### src/rtl/acs_pkg.sv
package acs_pkg;

  // ----------------------------------------------------------------
  // Register map
  // ----------------------------------------------------------------
  localparam logic [2:0] ADDR_ADC_CONTROL  = 3'h0;
  localparam logic [2:0] ADDR_ADC_CONFIG   = 3'h1;
  localparam logic [2:0] ADDR_DCDC_CONFIG  = 3'h2;
  localparam logic [2:0] ADDR_DCDC_CONTROL = 3'h3;
  localparam logic [2:0] ADDR_RESULT_HIGH  = 3'h4;
  localparam logic [2:0] ADDR_RESULT_LOW   = 3'h5;

  // Field positions
  localparam int CTL_SRC_LSB   = 0;
  localparam int CTL_BUSY_BIT  = 4;
  localparam int CTL_DONE_BIT  = 5;
  localparam int CTL_IRQEN_BIT = 7;
  localparam int CFG_DIV_LSB   = 0;
  localparam int CFG_BURST_BIT = 6;
  localparam int DCF_INV_BIT   = 0;
  localparam int DCN_SYNC_BIT  = 0;
  localparam int DCN_ONE_BIT   = 1;

  // Reset values
  localparam logic [7:0] RST_BYTE = 8'h00;

  // ----------------------------------------------------------------
  // Timing
  // ----------------------------------------------------------------
  localparam int CLK_PERIOD_NS   = 100;
  localparam int MAX_RATE_KSPS   = 300;
  localparam int SYNC_RATE_KSPS  = 170;
  localparam int SYNC_HOLD_NS    = 625;
  localparam int MIN_CONV_CYC    = (1_000_000 + MAX_RATE_KSPS * CLK_PERIOD_NS - 1)
                                   / (MAX_RATE_KSPS * CLK_PERIOD_NS);
  localparam int SYNC_CONV_CYC   = (1_000_000 + SYNC_RATE_KSPS * CLK_PERIOD_NS - 1)
                                   / (SYNC_RATE_KSPS * CLK_PERIOD_NS);
  localparam int SYNC_HOLD_RAW   = SYNC_HOLD_NS / CLK_PERIOD_NS;
  localparam int SYNC_HOLD_CYC   = (SYNC_HOLD_RAW < 1) ? 1 : SYNC_HOLD_RAW;

  // ----------------------------------------------------------------
  // Types
  // ----------------------------------------------------------------
  typedef enum logic [2:0] {
    SRC_SOFTWARE = 3'b000,
    SRC_TIMER0   = 3'b001,
    SRC_TIMER2   = 3'b010,
    SRC_TIMER3   = 3'b011,
    SRC_EXT_PIN  = 3'b100
  } acs_src_t;

  typedef enum logic [1:0] {
    ST_IDLE      = 2'b00,
    ST_SYNC_WAIT = 2'b01,
    ST_CONVERT   = 2'b10
  } acs_state_t;

  typedef struct packed {
    logic [2:0] addr;
    logic [7:0] wrData;
    logic       wrStb;
    logic       rdStb;
  } acs_bus_t;

  typedef struct packed {
    logic t0Ovf;
    logic t2LowOvf;
    logic t2HighOvf;
    logic t2Mode16;
    logic t3LowOvf;
    logic t3HighOvf;
    logic t3Mode16;
    logic extConvStart;
  } acs_trig_t;

  typedef struct packed {
    acs_state_t state;
    logic [4:0] divCnt;
    logic [4:0] tickCnt;
    logic [6:0] periodCnt;
    logic [2:0] holdCnt;
    logic       extPrev;
    logic       lpPrev;
    logic       dcPrev;
    logic [2:0] srcSel;
    logic       irqEn;
    logic       done;
    logic [4:0] clkDiv;
    logic       burst;
    logic       clkInv;
    logic       syncEn;
    logic       oneCell;
    logic [7:0] resHi;
    logic [7:0] resLo;
    logic [7:0] rdData;
    logic       tick;
    logic       irq;
  } acs_regs_t;

endpackage : acs_pkg

### src/rtl/acs_adc_conversion_start_control.sv
`timescale 1ns/1ps
module acs_adc_conversion_start_control #(
  parameter int DATA_W     = 10,
  parameter int CONV_TICKS = 12,
  parameter bit LATE_REV   = 1'b1
) (
  // Clock and reset
  input  wire logic              ref_clk,
  input  wire logic              rst,
  // Register port
  input  wire acs_pkg::acs_bus_t bus,
  output logic [7:0]             rdData,
  // Trigger partners
  input  wire acs_pkg::acs_trig_t trig,
  // Clock sources
  input  wire logic              lpOscClk,
  input  wire logic              dcdcClk,
  input  wire logic              dcdcSync,
  // Analog converter
  input  wire logic [DATA_W-1:0] adcData,
  output logic                   convClkTick,
  // Status
  output logic                   convBusy,
  output logic                   convDoneFlag,
  output logic                   convIrqReq
);

  // ----------------------------------------------------------------
  // Helpers
  // ----------------------------------------------------------------
  function automatic logic riseEdge(input logic cur, input logic prev);
    riseEdge = cur & ~prev;
  endfunction : riseEdge

  // ----------------------------------------------------------------
  // State
  // ----------------------------------------------------------------
  acs_pkg::acs_regs_t r_ff;
  acs_pkg::acs_regs_t nxt_r;

  logic               syncMode;
  logic               dcClkMode;
  logic               srcEv;
  logic               tickNow;
  logic               trigNow;
  logic               swStart;
  logic               wrCtl;
  logic [15:0]        resWide;
  logic [6:0]         minPeriod;

  always_comb begin
    nxt_r     = r_ff;
    syncMode  = r_ff.syncEn & r_ff.oneCell;
    dcClkMode = syncMode & LATE_REV;
    srcEv     = 1'b1;
    tickNow   = 1'b0;
    trigNow   = 1'b0;
    swStart   = 1'b0;
    wrCtl     = bus.wrStb && (bus.addr == acs_pkg::ADDR_ADC_CONTROL);
    resWide   = 16'h0000;
    resWide[DATA_W-1:0] = adcData;
    minPeriod = dcClkMode ? 7'(acs_pkg::SYNC_CONV_CYC)
                          : 7'(acs_pkg::MIN_CONV_CYC);

    // ------------------------------------------------------------
    // Edge history of sampled inputs
    // ------------------------------------------------------------
    nxt_r.extPrev = trig.extConvStart;
    nxt_r.lpPrev  = lpOscClk;
    nxt_r.dcPrev  = dcdcClk;

    // ------------------------------------------------------------
    // Conversion clock source and divider
    // ------------------------------------------------------------
    if (dcClkMode) begin
      // Falling edge when inverted
      srcEv = r_ff.clkInv ? riseEdge(~dcdcClk, ~r_ff.dcPrev)
                          : riseEdge(dcdcClk, r_ff.dcPrev);
    end else if (r_ff.burst) begin
      srcEv = riseEdge(lpOscClk, r_ff.lpPrev);
    end
    // Divider idles outside conversion so each one starts phase aligned
    if (r_ff.state == acs_pkg::ST_CONVERT && srcEv) begin
      if (r_ff.divCnt >= r_ff.clkDiv) begin
        nxt_r.divCnt = 5'h00;
        tickNow      = 1'b1;
      end else begin
        nxt_r.divCnt = r_ff.divCnt + 5'h01;
      end
    end
    nxt_r.tick = tickNow;

    // ------------------------------------------------------------
    // Start source selection
    // ------------------------------------------------------------
    swStart = wrCtl && bus.wrData[acs_pkg::CTL_BUSY_BIT];
    unique case (r_ff.srcSel)
      acs_pkg::SRC_SOFTWARE: trigNow = swStart;
      acs_pkg::SRC_TIMER0:   trigNow = trig.t0Ovf;
      acs_pkg::SRC_TIMER2:   trigNow = trig.t2Mode16 ? trig.t2HighOvf
                                                     : trig.t2LowOvf;
      acs_pkg::SRC_TIMER3:   trigNow = trig.t3Mode16 ? trig.t3HighOvf
                                                     : trig.t3LowOvf;
      acs_pkg::SRC_EXT_PIN:  trigNow = riseEdge(trig.extConvStart,
                                                r_ff.extPrev);
      default:               trigNow = 1'b0;
    endcase

    // ------------------------------------------------------------
    // Conversion sequencer
    // ------------------------------------------------------------
    unique case (r_ff.state)
      acs_pkg::ST_IDLE: begin
        if (trigNow) begin
          nxt_r.divCnt    = 5'h00;
          nxt_r.tickCnt   = 5'h00;
          nxt_r.periodCnt = minPeriod;
          nxt_r.holdCnt   = 3'(acs_pkg::SYNC_HOLD_CYC);
          nxt_r.state     = syncMode ? acs_pkg::ST_SYNC_WAIT
                                     : acs_pkg::ST_CONVERT;
        end
      end
      acs_pkg::ST_SYNC_WAIT: begin
        // Give up after one slow dc-dc period so a lost sync cannot hang it
        if (dcdcSync || r_ff.holdCnt <= 3'h1) begin
          nxt_r.state = acs_pkg::ST_CONVERT;
        end else begin
          nxt_r.holdCnt = r_ff.holdCnt - 3'h1;
        end
      end
      acs_pkg::ST_CONVERT: begin
        if (r_ff.periodCnt != 7'h00) begin
          nxt_r.periodCnt = r_ff.periodCnt - 7'h01;
        end
        if (tickNow && r_ff.tickCnt != 5'(CONV_TICKS)) begin
          nxt_r.tickCnt = r_ff.tickCnt + 5'h01;
        end
        if (r_ff.tickCnt == 5'(CONV_TICKS) && r_ff.periodCnt <= 7'h01) begin
          nxt_r.state  = acs_pkg::ST_IDLE;
          nxt_r.resHi  = resWide[15:8];
          nxt_r.resLo  = resWide[7:0];
          nxt_r.divCnt = 5'h00;
        end
      end
      default: nxt_r.state = acs_pkg::ST_IDLE;
    endcase

    // ------------------------------------------------------------
    // Register writes
    // ------------------------------------------------------------
    if (wrCtl) begin
      nxt_r.srcSel = bus.wrData[acs_pkg::CTL_SRC_LSB +: 3];
      nxt_r.irqEn  = bus.wrData[acs_pkg::CTL_IRQEN_BIT];
      if (!bus.wrData[acs_pkg::CTL_DONE_BIT]) begin
        nxt_r.done = 1'b0;
      end
    end
    if (bus.wrStb && bus.addr == acs_pkg::ADDR_ADC_CONFIG) begin
      nxt_r.clkDiv = bus.wrData[acs_pkg::CFG_DIV_LSB +: 5];
      nxt_r.burst  = bus.wrData[acs_pkg::CFG_BURST_BIT];
    end
    if (bus.wrStb && bus.addr == acs_pkg::ADDR_DCDC_CONFIG) begin
      nxt_r.clkInv = bus.wrData[acs_pkg::DCF_INV_BIT];
    end
    if (bus.wrStb && bus.addr == acs_pkg::ADDR_DCDC_CONTROL) begin
      nxt_r.syncEn  = bus.wrData[acs_pkg::DCN_SYNC_BIT];
      nxt_r.oneCell = bus.wrData[acs_pkg::DCN_ONE_BIT];
    end

    // Busy falling edge sets done; set beats a same-cycle clear
    if (r_ff.state == acs_pkg::ST_CONVERT && nxt_r.state == acs_pkg::ST_IDLE) begin
      nxt_r.done = 1'b1;
    end
    nxt_r.irq = nxt_r.done & nxt_r.irqEn;

    // ------------------------------------------------------------
    // Register reads, data in the cycle after the strobe
    // ------------------------------------------------------------
    nxt_r.rdData = acs_pkg::RST_BYTE;
    if (bus.rdStb) begin
      unique case (bus.addr)
        acs_pkg::ADDR_ADC_CONTROL: begin
          nxt_r.rdData[acs_pkg::CTL_SRC_LSB +: 3] = r_ff.srcSel;
          nxt_r.rdData[acs_pkg::CTL_BUSY_BIT]     =
            (r_ff.state != acs_pkg::ST_IDLE);
          nxt_r.rdData[acs_pkg::CTL_DONE_BIT]     = r_ff.done;
          nxt_r.rdData[acs_pkg::CTL_IRQEN_BIT]    = r_ff.irqEn;
        end
        acs_pkg::ADDR_ADC_CONFIG: begin
          nxt_r.rdData[acs_pkg::CFG_DIV_LSB +: 5] = r_ff.clkDiv;
          nxt_r.rdData[acs_pkg::CFG_BURST_BIT]    = r_ff.burst;
        end
        acs_pkg::ADDR_DCDC_CONFIG: begin
          nxt_r.rdData[acs_pkg::DCF_INV_BIT] = r_ff.clkInv;
        end
        acs_pkg::ADDR_DCDC_CONTROL: begin
          nxt_r.rdData[acs_pkg::DCN_SYNC_BIT] = r_ff.syncEn;
          nxt_r.rdData[acs_pkg::DCN_ONE_BIT]  = r_ff.oneCell;
        end
        acs_pkg::ADDR_RESULT_HIGH: nxt_r.rdData = r_ff.resHi;
        acs_pkg::ADDR_RESULT_LOW:  nxt_r.rdData = r_ff.resLo;
        default:                   nxt_r.rdData = acs_pkg::RST_BYTE;
      endcase
    end
  end

  // ----------------------------------------------------------------
  // Registers
  // ----------------------------------------------------------------
  always_ff @(posedge ref_clk) begin
    if (rst) begin
      r_ff <= '0;
    end else begin
      r_ff <= nxt_r;
    end
  end

  // ----------------------------------------------------------------
  // Outputs
  // ----------------------------------------------------------------
  assign rdData       = r_ff.rdData;
  assign convClkTick  = r_ff.tick;
  assign convBusy     = (r_ff.state != acs_pkg::ST_IDLE);
  assign convDoneFlag = r_ff.done;
  assign convIrqReq   = r_ff.irq;

endmodule : acs_adc_conversion_start_control

### config.mk
export PLATFORM = sky130hd
export DESIGN_NAME = acs_adc_conversion_start_control
export DESIGN_NICKNAME = d
export VERILOG_FILES = /design/src/rtl/acs_pkg.sv /design/src/rtl/acs_adc_conversion_start_control.sv
export SDC_FILE = /design/constraint.sdc
export NUM_CORES = 1
export LEC_CHECK = 0
export ABC_AREA = 1
export BUFFER_PORTS_ARGS = -buffer_cell sky130_fd_sc_hd__clkbuf_2
export CORE_UTILIZATION = 61
export CTS_CLUSTER_SIZE = 20
export DETAILED_ROUTE_END_ITERATION = 8
export PLACE_DENSITY = 0.85
export SLEW_MARGIN = 0
export SYNTH_ARGS = -nofsm -noshare
export SYNTH_HDL_FRONTEND = slang
export SYNTH_SLANG_ARGS = --single-unit
### constraint.sdc
create_clock -name ref_clk -period 4.1 [get_ports ref_clk]
set_input_delay 0.205 -clock ref_clk [delete_from_list [all_inputs] [get_ports ref_clk]]
set_output_delay 0.205 -clock ref_clk [all_outputs]
set_load 0.005 [all_outputs]
==> impl_metrics.yaml <==
synth:
  yosysWarnings: 0
  syn_nets: 481
  synthMuxAreaShare: 0.00361
  synth.area.top_cells: "dfxtp_1 (38%), nand2_1 (10%), inv_1 (7.5%)"
  netlist_area_um2: 3120
  synth_top_area_cell: "dfxtp_1"
  synth_compound_area_frac: 0.135
  ys_seq_area_frac: 0.379
  synth_top_area_frac: 0.379
  syn_inst: 432
  synth_fa_ha_area_frac: 0.0522
  synthSimpleGateAreaFrac: 0.300
  yosysUniqueCellTypes: 42
  synth-xor-area-share: 0.0197
  synth_seq_cells: 59
  avgSynthCellArea_um2: 7.21
  synth_top_family_by_area: "simple AND/OR/NAND/NOR gates"
setup_path:
  cp.required_ns: 4.30
  arrival_ns: 1.98
  cp_num_buf_inv: 2
  crit_top_cell: "nand2_1"
  critPathSlowestCell: "dfxtp_1"
  r2r_slack_ns: 2.32
  worstPathCellList: "inv_1 -> ha_1 -> nand2_1 -> inv_1 -> o21ai_0 -> nand3_1 -> nand3_2 -> nand2_1 -> nand2_1 -> a21oi_1"
  worst_setup_path_end_kind: "register"
  crit_type: "register to register"
  crit_path_max_incr_delay_ns: 0.34
  crit_family: "simple AND/OR/NAND/NOR gates"
  crit_fanout: 6
  start_kind: "register"
clock_tree:
  post-cts-setup-buffer-count: 0
  path_clk_slew_ns: 0.07
  cts_root_buf: "clkbuf_8"
  cts_buffers: 9
  cts_num_sinks: 59
  hold_buffers: 0
  cts_tree: "done"
  clk_latency_ns: 0.35
  cts_max_path_buffers: 2
  h-tree-depth: 3
  ctsResizeCount: 0
pwr:
  ir_drop_uv: 233
  pwr_density_cell_nw_per_um2: 348
  p_leak_nw: 1.64
floorplan:
  dieHeight_um: 73.5
  start_util: 0.647
  dieArea_um2: 5400
  num_rows: 25
  die_x_um: 73.5
  core-area_um2: 4820
  design.portCount: 48
drt:
  routed_wl_um: 6630
  ant_nets: 0
  drcViolationCount: 0
  via_per_inst: 5.20
  first_pass_iters: 4
  drt_iter0_drc: 210
  vias: 2844
  wl_per_cell_um: 12.1
timing:
  rsz0062_at_grt: "false"
  fin_worst_skew_ns: 0.0109
  slew_viol_final: 0
  fin_tns_setup_ns: 0
  setup_viol: 0
  setup_ws_ns: 2.32
  period_needed_ns: 1.78
  finalCritPeriodShare: 0.435
  max_freq_ghz: 0.561
  worst_slew_pin_slew_ns: 0.646
  slew_headroom: 0.569
  finalHoldViolations: 0
place:
  place_ws_ns: 2.27
  io_buffer_count: 47
  place_congestion: 0.901
  hpwl_um: 4990
flow_run:
  max-cap-violations: 0
grt:
  antenna_found_initial: 0
  grt_pass1_wl_um: 11100
  grt_util_all_layers: 0.272
  grt_pass1_vias: 2616
  grt_max_degree: 27
  grt_remaining_overflow: 0
finish:
  diodes: 0
  fillers: 393
  drive_above_1_share: 0.188
  areaGrowthSynthToFinish_pct: 12.4
  nNetsFinal: 524
run_status:
  outcome: "finished clean"
hold_path:
  worstHoldPathType: "input port to register"
## logic make-up after synthesis
logic type	count (synthesis)
AOI/OAI and AO/OA	72
xor gates and xnor gates	7
adders and majority gates	13
buffers and inverters	80
DFF	59
muxes	1
and+or+nand+nor	200
## worst register-to-register path: stages (launching register included)
cell,delay (ns)
dfxtp_1,0.34
inv_1,0.07
ha_1,0.31
nand2_1,0.07
inv_1,0.04
o21ai_0,0.16
nand3_1,0.15
nand3_2,0.17
nand2_1,0.16
nand2_1,0.10
a21oi_1,0.07
## power breakdown
group          internal [mW]  leakage, nW  switching, mW  total [mW]
clock network          0.216       0.0887          0.244       0.460
logic                 0.0559         1.07          0.101       0.157
registers              0.588        0.478         0.0120       0.600
total                  0.860         1.63          0.357        1.22
## worst paths after layout
| kind | end | cells after the start | startpoint |
|---|---|---|---|
| worst max-delay path | r_ff[55]$_SDFFE_PP0P_ | 10 | r_ff[32]$_SDFFE_PP0P_ |
| worst min-delay path | r_ff[42]$_SDFF_PP0_ | 3 | trig[0] |
| worst max register to register | r_ff[55]$_SDFFE_PP0P_ | 10 | r_ff[32]$_SDFFE_PP0P_ |
| worst min register to register | rdData[3]$_SDFF_PP0_ | 2 | r_ff[13]$_SDFFE_PP0P_ |
## per-stage QoR
stage                     hold slack (ns)  cell area (um^2)  utilization  instances  power, mW
final                              0.0606              3500        0.727        547       1.22
after global routing               0.0676              3500        0.727        547       1.27
after CTS                          0.0543              3500        0.727        547       1.22
after floorplan                     0.312              3120            -        432      0.721
after detailed placement            0.423              3330        0.692        531      0.767
after global placement              0.422              3330        0.692        531      0.762
## synthesized netlist by cell type
library cell  count
clkbuf_1          3
a22oi_1           1
xnor2_1           1
and3_1            1
nor2_2            3
nand4_4           2
nor3_1            3
mux2_2            1
nor2_4            2
o211ai_1          1
a211oi_2          3
o311a_1           1
nand2_4           3
a21oi_2           2
nand3_1          29
nor2_1           58
a41oi_1           1
nand2_2           2
nand3b_1          1
ha_1             13
o221ai_1          2
xor2_1            6
buf_1             2
buf_8             1
nand3_4           1
nor3_4            1
inv_2             2
nand2_1          87
a21oi_1          32
o21ai_0          24
a31oi_1           1
a21boi_0          1
o21ai_1           1
a21o_1            1
or2_2             2
clkinv_2          1
o22ai_1           1
dfxtp_1          59
buf_4             9
nand4_1           3
inv_1            62
nand3_2           2
## cell usage in the layout, fill, tap and decap left out, types with 2 or more instances in the layout
cell type / instances
a211oi_2: 3
a21oi_1: 32
a21oi_2: 2
clkbuf_2: 47
clkbuf_8: 9
clkinv_2: 5
clkinv_4: 2
dfxtp_1: 59
ha_1: 13
inv_1: 62
inv_2: 2
nand2_1: 87
nand2_2: 2
nand2_4: 3
nand3_1: 29
nand3_2: 2
nand4_1: 3
nand4_4: 2
nor2_1: 58
nor2_2: 3
nor2_4: 2
nor3_1: 3
o21ai_0: 24
o221ai_1: 2
or2_2: 2
xor2_1: 6
## flip-flops by register name (all words and copies together) (netlist names)
signal        cells
convDoneFlag      1
rdData            8
r_ff             48
convIrqReq        1
convClkTick       1
## metal layers
layer | part of all wire | global-route usage | up-vias
li1 | - | - | 1461
met1 | 0.47 | 0.337 | 1287
met2 | 0.46 | 0.449 | 83
met3 | 0.054 | 0.0796 | 13
met4 | 0.019 | 0.0983 | 0
met5 | 0 | 0 | -
## cell type report
class | count | area [um^2] | area share
well taps | 67 | 83.8 | 0.0239
clock buffers | 9 | 124 | 0.0354
clock inverters | 7 | 45.0 | 0.0129
inverters | 65 | 245 | 0.0700
repair buffers | 47 | 235 | 0.0672
multi-input cells | 293 | 1590 | 0.453
flip-flops and latches | 59 | 1180 | 0.337
Power figures use the tool's default switching activity.
